==> config.mk <==
export PLATFORM = sky130hd
export DESIGN_NAME = adcreg_bank
export DESIGN_NICKNAME = d
export VERILOG_FILES = /design/src/hdl/adcreg_pkg.sv /design/src/hdl/adcreg_bank.sv
export SDC_FILE = /design/constraint.sdc
export NUM_CORES = 1
export LEC_CHECK = 0
export ABC_AREA = 1
export BUFFER_PORTS_ARGS = -buffer_cell sky130_fd_sc_hd__buf_2
export CELL_PAD_IN_SITES_DETAIL_PLACEMENT = 1
export CELL_PAD_IN_SITES_GLOBAL_PLACEMENT = 1
export CORE_MARGIN = 1
export CORE_UTILIZATION = 36
export CTS_BUF_LIST = sky130_fd_sc_hd__clkbuf_4
export CTS_CLUSTER_DIAMETER = 150
export CTS_CLUSTER_SIZE = 28
export DETAILED_ROUTE_END_ITERATION = 7
export HOLD_SLACK_MARGIN = 0.08
export PLACE_DENSITY_LB_ADDON = 0.1
export SLEW_MARGIN = 10
export SYNTH_ARGS = -nofsm -noshare
export SYNTH_HDL_FRONTEND = slang
export SYNTH_SLANG_ARGS = --single-unit
==> constraint.sdc <==
create_clock -name clock_i -period 0.98 [get_ports clock_i]
set_input_delay 0.147 -clock clock_i [delete_from_list [all_inputs] [get_ports clock_i]]
set_output_delay 0.147 -clock clock_i [all_outputs]
set_load 0.03 [all_outputs]
==> src/hdl/adcreg_pkg.sv <==
`default_nettype none
package adcreg_pkg;
  // Register address and data widths
  localparam int unsigned ADDR_W = 8;
  localparam int unsigned DATA_W = 8;
  localparam int unsigned CHAN_N = 8;
  localparam int unsigned CONV_W = 16;
  localparam int unsigned TAG_W = 4;
  // Register offsets
  localparam logic [7:0] DATA_FORMAT_CONFIG_ADDR = 8'h02;
  localparam logic [7:0] AVERAGING_RATIO_CONFIG_ADDR = 8'h03;
  localparam logic [7:0] OSCILLATOR_TIMING_CONFIG_ADDR = 8'h04;
  localparam logic [7:0] CHANNEL_FUNCTION_SELECT_ADDR = 8'h05;
  localparam logic [7:0] DIGITAL_PIN_DIRECTION_ADDR = 8'h07;
  localparam logic [7:0] OUTPUT_DRIVE_TYPE_ADDR = 8'h09;
  localparam logic [7:0] OUTPUT_LEVEL_ADDR = 8'h0B;
  localparam logic [7:0] INPUT_LEVEL_READBACK_ADDR = 8'h0D;
  // Reset values
  localparam logic [7:0] DATA_FORMAT_CONFIG_RST = 8'h00;
  localparam logic [7:0] AVERAGING_RATIO_CONFIG_RST = 8'h00;
  localparam logic [7:0] OSCILLATOR_TIMING_CONFIG_RST = 8'h04;
  localparam logic [7:0] PIN_CFG_RST = 8'h00;
  // Writable bit masks; other bits are reserved
  localparam logic [7:0] DATA_FORMAT_MASK = 8'hB3;
  localparam logic [7:0] AVERAGING_MASK = 8'h07;
  localparam logic [7:0] OSC_TIMING_MASK = 8'h1F;
  // Field positions
  localparam int unsigned TEST_PATTERN_BIT = 7;
  localparam int unsigned APPEND_LSB = 4;
  localparam int unsigned SERIAL_MODE_LSB = 0;
  localparam int unsigned AVG_LSB = 0;
  localparam int unsigned OSCILLATOR_SELECT_BIT = 4;
  localparam int unsigned CLK_DIV_LSB = 0;
  // Fixed test pattern word
  localparam logic [15:0] TEST_PATTERN_WORD = 16'hA5A5;
  // Append selector codes
  localparam logic [1:0] APPEND_NONE = 2'h0;
  localparam logic [1:0] APPEND_CHAN_ID = 2'h1;
  localparam logic [1:0] APPEND_STATUS = 2'h2;
endpackage
`default_nettype wire

==> src/hdl/adcreg_bank.sv <==
// Summary of operation
// - A set test-pattern bit replaces every conversion word with 0xA5A5.
// - The append selector adds nothing, the channel id, or status flags; 11b is reserved.
// - The serial mode field picks clock polarity and phase, and the host must match it.
// - Averaging ratio 000b is off and codes 001b to 111b average 2 to 128 samples.
// - Oscillator select 0 picks the high-speed oscillator and 1 the low-power one.
// - A four-bit divider sets sampling speed while averaging, resetting to 0100b.
// - Each channel function bit makes its channel analog at 0 or digital pin at 1.
// - Each direction bit makes its digital pin an input at 0 or an output at 1.
// - Each drive-type bit makes its output open-drain at 0 or push-pull at 1.
// - Each output level bit sets the level driven on its digital output.
// - The input level register is read-only and shows the sampled pin levels.
// - The force-analog bit makes all channels analog, overriding function and direction.
// - A software reset write returns all writable registers here to defaults and reads back 0.
`default_nettype none
module adcreg_bank
  import adcreg_pkg::*;
(
  // Clock and reset
  input wire logic clock_i,
  input wire logic resetn_i,
  // Register access port
  input wire logic wr_en_i,
  input wire logic rd_en_i,
  input wire logic [adcreg_pkg::ADDR_W-1:0] addr_i,
  input wire logic [adcreg_pkg::DATA_W-1:0] wdata_i,
  output logic [adcreg_pkg::DATA_W-1:0] rdata_o,
  // Controls from the general configuration
  input wire logic soft_reset_i,
  input wire logic force_analog_channels_i,
  // Conversion data path
  input wire logic [adcreg_pkg::CONV_W-1:0] conv_data_i,
  input wire logic [adcreg_pkg::TAG_W-1:0] manual_channel_number_i,
  input wire logic [adcreg_pkg::TAG_W-1:0] status_flags_i,
  output logic [adcreg_pkg::CONV_W-1:0] out_data_o,
  output logic [adcreg_pkg::TAG_W-1:0] out_tag_o,
  output logic out_tag_valid_o,
  // Timing controls
  output logic [1:0] serial_mode_select_o,
  output logic [2:0] averaging_ratio_o,
  output logic [7:0] average_count_o,
  output logic oscillator_select_o,
  output logic [3:0] clock_divider_o,
  // Channel pins
  output logic [adcreg_pkg::CHAN_N-1:0] analog_channel_o,
  input wire logic [adcreg_pkg::CHAN_N-1:0] pin_i,
  output logic [adcreg_pkg::CHAN_N-1:0] pin_o,
  output logic [adcreg_pkg::CHAN_N-1:0] pin_oe_o
);
  import adcreg_pkg::*;

  logic [7:0] data_format_config_reg, data_format_config_next;
  logic [7:0] averaging_ratio_config_reg, averaging_ratio_config_next;
  logic [7:0] oscillator_timing_config_reg, oscillator_timing_config_next;
  logic [7:0] channel_function_select_reg, channel_function_select_next;
  logic [7:0] digital_pin_direction_reg, digital_pin_direction_next;
  logic [7:0] output_drive_type_reg, output_drive_type_next;
  logic [7:0] output_level_reg, output_level_next;
  logic [7:0] pin_meta_reg, input_level_bits_reg;
  logic [7:0] rdata_reg, rdata_next;
  logic [15:0] out_data_reg, out_data_next;
  logic [3:0] out_tag_reg, out_tag_next;
  logic out_tag_valid_reg, out_tag_valid_next;
  logic [7:0] digital_pin;
  logic [7:0] drive_enable;

  // Write decode for one register
  function automatic logic hit(input logic [7:0] a, input logic [7:0] off);
    hit = (a == off);
  endfunction

  // Register writes; soft reset has priority over a write in the same cycle
  always_comb
  begin
    data_format_config_next = data_format_config_reg;
    averaging_ratio_config_next = averaging_ratio_config_reg;
    oscillator_timing_config_next = oscillator_timing_config_reg;
    channel_function_select_next = channel_function_select_reg;
    digital_pin_direction_next = digital_pin_direction_reg;
    output_drive_type_next = output_drive_type_reg;
    output_level_next = output_level_reg;
    if (soft_reset_i)
    begin
      data_format_config_next = DATA_FORMAT_CONFIG_RST;
      averaging_ratio_config_next = AVERAGING_RATIO_CONFIG_RST;
      oscillator_timing_config_next = OSCILLATOR_TIMING_CONFIG_RST;
      channel_function_select_next = PIN_CFG_RST;
      digital_pin_direction_next = PIN_CFG_RST;
      output_drive_type_next = PIN_CFG_RST;
      output_level_next = PIN_CFG_RST;
    end
    else if (wr_en_i)
    begin
      if (hit(addr_i, DATA_FORMAT_CONFIG_ADDR))
        data_format_config_next = wdata_i & DATA_FORMAT_MASK;
      if (hit(addr_i, AVERAGING_RATIO_CONFIG_ADDR))
        averaging_ratio_config_next = wdata_i & AVERAGING_MASK;
      if (hit(addr_i, OSCILLATOR_TIMING_CONFIG_ADDR))
        oscillator_timing_config_next = wdata_i & OSC_TIMING_MASK;
      if (hit(addr_i, CHANNEL_FUNCTION_SELECT_ADDR))
        channel_function_select_next = wdata_i;
      if (hit(addr_i, DIGITAL_PIN_DIRECTION_ADDR))
        digital_pin_direction_next = wdata_i;
      if (hit(addr_i, OUTPUT_DRIVE_TYPE_ADDR))
        output_drive_type_next = wdata_i;
      if (hit(addr_i, OUTPUT_LEVEL_ADDR))
        output_level_next = wdata_i;
    end
  end

  always_ff @(posedge clock_i or negedge resetn_i)
  begin
    if (!resetn_i)
    begin
      data_format_config_reg <= DATA_FORMAT_CONFIG_RST;
      averaging_ratio_config_reg <= AVERAGING_RATIO_CONFIG_RST;
      oscillator_timing_config_reg <= OSCILLATOR_TIMING_CONFIG_RST;
      channel_function_select_reg <= PIN_CFG_RST;
      digital_pin_direction_reg <= PIN_CFG_RST;
      output_drive_type_reg <= PIN_CFG_RST;
      output_level_reg <= PIN_CFG_RST;
    end
    else
    begin
      data_format_config_reg <= data_format_config_next;
      averaging_ratio_config_reg <= averaging_ratio_config_next;
      oscillator_timing_config_reg <= oscillator_timing_config_next;
      channel_function_select_reg <= channel_function_select_next;
      digital_pin_direction_reg <= digital_pin_direction_next;
      output_drive_type_reg <= output_drive_type_next;
      output_level_reg <= output_level_next;
    end
  end

  // Pin input synchroniser; pins are asynchronous to the clock
  always_ff @(posedge clock_i or negedge resetn_i)
  begin
    if (!resetn_i)
    begin
      pin_meta_reg <= 8'h00;
      input_level_bits_reg <= 8'h00;
    end
    else
    begin
      pin_meta_reg <= pin_i;
      input_level_bits_reg <= pin_meta_reg;
    end
  end

  // Read mux, registered so data appears the cycle after rd_en_i
  always_comb
  begin
    rdata_next = rdata_reg;
    if (rd_en_i)
    begin
      unique case (addr_i)
        DATA_FORMAT_CONFIG_ADDR: rdata_next = data_format_config_reg;
        AVERAGING_RATIO_CONFIG_ADDR: rdata_next = averaging_ratio_config_reg;
        OSCILLATOR_TIMING_CONFIG_ADDR: rdata_next = oscillator_timing_config_reg;
        CHANNEL_FUNCTION_SELECT_ADDR: rdata_next = channel_function_select_reg;
        DIGITAL_PIN_DIRECTION_ADDR: rdata_next = digital_pin_direction_reg;
        OUTPUT_DRIVE_TYPE_ADDR: rdata_next = output_drive_type_reg;
        OUTPUT_LEVEL_ADDR: rdata_next = output_level_reg;
        INPUT_LEVEL_READBACK_ADDR: rdata_next = input_level_bits_reg;
        default: rdata_next = 8'h00;
      endcase
    end
  end

  // Conversion word formatting
  always_comb
  begin
    if (data_format_config_reg[TEST_PATTERN_BIT])
      out_data_next = TEST_PATTERN_WORD;
    else
      out_data_next = conv_data_i;
    unique case (data_format_config_reg[APPEND_LSB +: 2])
      APPEND_CHAN_ID:
      begin
        out_tag_next = manual_channel_number_i;
        out_tag_valid_next = 1'b1;
      end
      APPEND_STATUS:
      begin
        out_tag_next = status_flags_i;
        out_tag_valid_next = 1'b1;
      end
      default:
      begin
        out_tag_next = 4'h0;
        out_tag_valid_next = 1'b0;
      end
    endcase
  end

  always_ff @(posedge clock_i or negedge resetn_i)
  begin
    if (!resetn_i)
    begin
      rdata_reg <= 8'h00;
      out_data_reg <= 16'h0000;
      out_tag_reg <= 4'h0;
      out_tag_valid_reg <= 1'b0;
    end
    else
    begin
      rdata_reg <= rdata_next;
      out_data_reg <= out_data_next;
      out_tag_reg <= out_tag_next;
      out_tag_valid_reg <= out_tag_valid_next;
    end
  end

  // Channel roles; force-analog overrides everything
  always_comb
  begin
    digital_pin = force_analog_channels_i ? 8'h00 : channel_function_select_reg;
    analog_channel_o = ~digital_pin;
    drive_enable = digital_pin & digital_pin_direction_reg;
  end

  // Output stage; open-drain releases the pin for a high level
  always_comb
  begin
    pin_o = output_level_reg;
    // open-drain drives only low, inputs never driven
    pin_oe_o = drive_enable & (output_drive_type_reg | ~output_level_reg);
  end

  // Register outputs
  assign rdata_o = rdata_reg;
  assign out_data_o = out_data_reg;
  assign out_tag_o = out_tag_reg;
  assign out_tag_valid_o = out_tag_valid_reg;
  assign serial_mode_select_o = data_format_config_reg[SERIAL_MODE_LSB +: 2];
  assign averaging_ratio_o = averaging_ratio_config_reg[AVG_LSB +: 3];
  assign average_count_o = (averaging_ratio_o == 3'h0) ? 8'h01 : (8'h01 << averaging_ratio_o);
  assign oscillator_select_o = oscillator_timing_config_reg[OSCILLATOR_SELECT_BIT];
  assign clock_divider_o = oscillator_timing_config_reg[CLK_DIV_LSB +: 4];

endmodule
`default_nettype wire

# --- Yosys cells after proc, flatten, opt, wreduce, memory -nomap -nowiden ---
# Cells that the tools add are included.
classes:
  eq_ne: 10
  n_shift: 1
  n_mux: 27
  bitwise: 5
  n_reduce_logical: 17
ops:
  columns: ["op", "n"]
  rows:
  - ["$mux 8", 23]
  - ["$pmux 8 s8", 1]
  - ["$eq 8x3->1 const B", 3]
  - ["$eq 8x4->1 const B", 3]
  - ["$and 8x8->8", 2]
  - ["$eq 8x2->1 const B", 2]
  - ["$mux 16", 1]
  - ["$not 8->8", 2]
  - ["$reduce_bool 2->1", 8]
  - ["$reduce_and 2->1", 7]
  - ["$or 8x8->8", 1]
  - ["$pmux 4 s2", 1]
  - ["$shl 1x3->8 const A", 1]
  - ["$logic_not 3->1", 1]
  - ["$eq 2x1->1 const B", 1]
  - ["$eq 2x2->1 const B", 1]
  - ["$reduce_or 2->1", 1]
  - ["$mux 1", 1]
word_totals:
  regBits: 101
  input_bits: 54
  out_inout_bits: 71
  word_cells: 73

# --- Logic depth before layout (Yosys ltp) ---
depth:
  depth_word: 4
  depth_mapped: 11
  mapped_depth_nobuf: 9

# --- Least setup slack after synthesis ---
# No wires, ideal clock.
synth_timing:
  kind: "flip-flop to output port"
  startpoint: "register averaging_ratio_config_reg[2]"
  endpoint: "output average_count_o[7]"
  arrival_ns: 1.447
  path_slack_ns: -0.614
  path_stages_with_launch: 3
  cell_sequence: "dfrtp_1 > inv_1 > nor3_1"
synth_via:
  elab_chain_len: 2
  word_cells_on_any_way: 3
  cone_classes: "1 x shift; 1 x mux; 1 x reduce/logical"
synth_lines:
  columns: ["element", "line_no", "rtl"]
  rows:
  - ["start, declared", "adcreg_bank.sv:53", "logic [7:0] averaging_ratio_config_reg, averaging_ratio_config_next;"]
  - ["start signal, assigned", "adcreg_bank.sv:126", "averaging_ratio_config_reg <= averaging_ratio_config_next;"]
  - ["$logic_not 3->1 / $shl 1x3->8 (equally long branches)", "adcreg_bank.sv:237", "assign average_count_o = (averaging_ratio_o == 3'h0) ? 8'h01 : (8'h01 << averaging_ratio_o);"]
  - ["$mux 8 (*)", "adcreg_bank.sv:237", null]
  - ["end, declared", "adcreg_bank.sv:41", "output logic [7:0] average_count_o,"]
# Mark *: on every way between the ends. The rest lies on a longest branch, timed or not.

# --- Worst setup path after layout ---
layout_timing:
  startpoint: "register averaging_ratio_config_reg[2]"
  endpoint: "output average_count_o[5]"
# The elaborated chain is that of the path after synthesis.

==> run summary <==
The tools report the number of antenna cells inserted as 0. The worst setup path is captured at an output port. The run gives -0.7406 ns as the post-route worst setup slack. The nature of the critical path startpoint is a register. For this run, the post-layout net count is 774.

IR analysis of the VDD net gives a maximum drop of 968.5 uV. Routed wirelength normalized by instance count: 18.32 um. The run finished, with violations left. The run gives 0 as the final-report max-slew violation count. Setup repair after global routing could not meet its margin everywhere. Clock-pin slew was measured on the worst setup and hold paths at 0.16 ns.

Shortest clock period the worst path allows after layout: 1.721 ns. The logs give 0.6590 for the post-layout utilization of the core and 3 for the H-tree depth. The most common library cell in the layout ignoring fill and taps was buf_6. For the sequential area share after synthesis, the log shows 0.5328.

The number of port buffers is 124. Proportion of synthesized area in mux cells: 0. Clock tree root driver cell: clkbuf_4. The library cells used most frequently in the layout, excluding fill and tap cells, are 105 x buf_6, 103 x nand2_1, 75 x dfrtp_1, 57 x buf_4, 52 x buf_2. The logs give 0.8123 for the routability-driven placement congestion ratio and 0 for the hold violation count in the final report. Detailed placement ended at an HPWL of 9.730 mm. In the routed design, unresolved DRC markers number 0. TritonCTS built the clock tree.

The final layout contains routed wiring with a total length of 15.86 mm. In this run the standard cell core region covers 11420 um^2. The share of the synthesized netlist area taken by xor and xnor gates came out at 0.

Dividing total power by cell area gives a power density of 1104 nW/um^2. Post-synthesis cell area: 4229 um^2. STA puts the critical path data required time at 0.83 ns. Die outline height: 110.4 um. The tools report the number of iterations in the first detailed-routing pass as 4. Main combinational cell family by area after synthesis: simple AND/OR/NAND/NOR gates. The via count came out at 4257. The first global-routing pass estimated 23.31 mm of wire.

Once layout is done, the placed cells without fillers occupy 7525 um^2. The final setup violation count came out at 86. After layout, the design draws a total of 8.308 mW. In this run the most critical hold path is launched from wdata_i[7]. The count of synthesis-stage warnings from yosys came out at 0. The relative slew slack is 0.6597.

The tools report the total track usage as 0.2646. The worst hold path passes through 3 cells. At the pin with the least slew margin, the transition time is 0.5104 ns. The tools report the instance count of the mapped netlist as 453. In this run the static leakage power is 3.609 nW.

During I/O placement, the number of pins put on the boundary was 125. The max capacitance violation total was 0. The worst-case reg-to-reg path depth is 8, and the share of the clock period used by the worst path after layout is 1.756. The post-detailed-route via-to-cell ratio works out to 4.916.

A synthesized cell averages 9.336 um^2. The logs give 0.02609 ns for the worst-case clock skew and 2 for the clock tree buffer depth. The worst setup path is of the register to output port kind.

The setup check on the worst reg-to-reg path leaves a slack of -0.38 ns. The synthesized-area fraction occupied by ao, oa, aoi and oai cells is 0.1059, and the violation count after the first detailed-routing iteration is 190. The maximum number of pins on one net before global-route repair was 41; the number of clock sinks seen by CTS was 90. The worst min-delay path class is input port to register.

Capturing point of the worst reg2reg path: rdata_o[1]$_DFFE_PN0P_. The share of layout cells above drive strength 1 was 0.5643; the post-synth net total was 509. The clock network latency to the later pin of the worst-skew pair is 0.48 ns. The checks that failed: negative setup slack. The initial core utilization was 0.3704. Arrival time of the worst setup path: 1.57 ns. Summed over all layers, the global routing overflow is 0. The initial antenna violation count came out at 0.

Summing all placed instances gives a cell area of 5869 um^2. The number of buffers created by CTS was 9. The floorplan has 39 rows. The via count of the first global-routing pass was 4504; the number of distinct standard cells referenced by the synthesized netlist was 28. The fraction of the mapped netlist area in simple logic gates came out at 0.2822. The synthesized design contains 90 register bits. Sink of the worst hold path: channel_function_select_reg[7]$_DFFE_PN0P_. The register with the most flip-flops in the layout has 16 of them.

Once detail routing completed, the nets flagged for antenna violations numbered 0. The die covers 12180 um^2. The overall die width was 110.4 um. Fill cells in the final layout number 1222. Largest fanout on the critical path: 4.

For this run, the top clock speed supported by timing is 0.5812 GHz. The worst register-to-register path begins at averaging_ratio_config_reg[1]$_DFFE_PN0P_. The layout overhead on the synthesized area came out at 77.93%. Adder-cell share of the synthesized area: 0.005917.
-- synth_stat cells --
| cell type | number | area, um^2 |
|---|---|---|
| nand2_1 | 123 | 461.7 |
| dfrtp_1 | 89 | 2227 |
| nand3_1 | 48 | 240.2 |
| o21ai_1 | 34 | 170.2 |
| inv_1 | 33 | 123.9 |
| nor2_1 | 30 | 112.6 |
| o21ai_0 | 11 | 55.05 |
| nand3_2 | 9 | 90.09 |
| buf_6 | 8 | 90.09 |
| nor3_1 | 8 | 40.04 |
| o21ai_2 | 8 | 70.07 |
| or2_2 | 8 | 50.05 |
| a31oi_4 | 6 | 127.6 |
| a21oi_1 | 5 | 25.02 |
| nand2_4 | 5 | 56.30 |
| nor2_8 | 5 | 100.1 |
| inv_2 | 4 | 15.01 |
| buf_2 | 3 | 15.01 |
| buf_4 | 3 | 22.52 |
| nand2_2 | 3 | 18.77 |
| ha_1 | 2 | 25.02 |
| nor2_2 | 2 | 12.51 |
| buf_12 | 1 | 20.02 |
| buf_8 | 1 | 15.01 |
| clkbuf_1 | 1 | 3.750 |
| clkinv_1 | 1 | 3.750 |
| dfstp_2 | 1 | 26.28 |
| nor2_4 | 1 | 11.26 |
-- stage by stage --
step | setup slack (ns) | std cells | hold WS [ns] | TNS (ns)
after CTS | -0.7444 | 848 | 0.08752 | -26.52
after global placement | -0.3711 | 761 | 0.01537 | -17.37
final | -0.7406 | 866 | 0.1196 | -25.13
after detailed placement | -0.4244 | 761 | 0.01498 | -19.17
after global routing | -0.8217 | 866 | 0.1033 | -29.58
after floorplan | -0.3283 | 453 | -0.1486 | -4.516
-- what timing repair did --
item                                    4_1_cts  5_1_grt
pin swaps                                    41       35
setup buffers                                32       24
hold endpoints to repair                    144        0
hold buffers                                 39        0
gates resized for setup                     192       42
cloned                                        0        0
endpoints found under the setup margin       82       97
-- critical path: stages, from the launching register on --
cell	delay (ns)
dfrtp_4	0.50
clkinvlp_4	0.21
nor3_4	0.23
buf_6	0.15
-- how the worst max path moves through the flow --
| stage | start | end | slack (ns) |
|---|---|---|---|
| after CTS | averaging_ratio_config_reg[1]$_DFFE_PN0P_ | average_count_o[3] | -0.74 |
| after floorplan | averaging_ratio_config_reg[0]$_DFFE_PN0P_ | average_count_o[7] | -0.33 |
| after detailed placement | addr_i[7] | channel_function_select_reg[3]$_DFFE_PN0P_ | -0.42 |
| after global routing | averaging_ratio_config_reg[2]$_DFFE_PN0P_ | average_count_o[5] | -0.82 |
| after global placement | addr_i[7] | channel_function_select_reg[4]$_DFFE_PN0P_ | -0.37 |
| final | averaging_ratio_config_reg[2]$_DFFE_PN0P_ | average_count_o[5] | -0.74 |
-- per-layer routing --
layer  track usage  part of all wire  up-vias
met5             0                 0        -
met4       0.07989             0.021        0
met3       0.06055             0.046       24
met2        0.4743              0.53      131
met1        0.3137              0.40     2104
li1              -                 -     1998
-- logic make-up after synthesis --
family,after synthesis
AO/OA/AOI/OAI,64
adder cells (fa/ha/maj),2
buffers and inverters,55
flip-flops,90
AND/OR/NAND/NOR,242
-- cell type report --
type,instances,area [um^2],share of cell area
timing repair buffer,271,2619,0.3480
sequential,90,2278,0.3028
multi-input combinational,308,2150,0.2857
inverter,38,182.7,0.02428
tap,143,178.9,0.02378
clock buffer,10,75.07,0.009977
clock inverter,6,41.29,0.005487
-- power by group --
part / total (mW) / switching, mW / internal [mW]
Sequential: 4.18 / 0.219 / 3.96
Combinational: 2.21 / 1.15 / 1.06
Clock: 1.92 / 1.36 / 0.561
Total: 8.31 / 2.73 / 5.58
No activity file was read; power rests on OpenSTA's default activity.
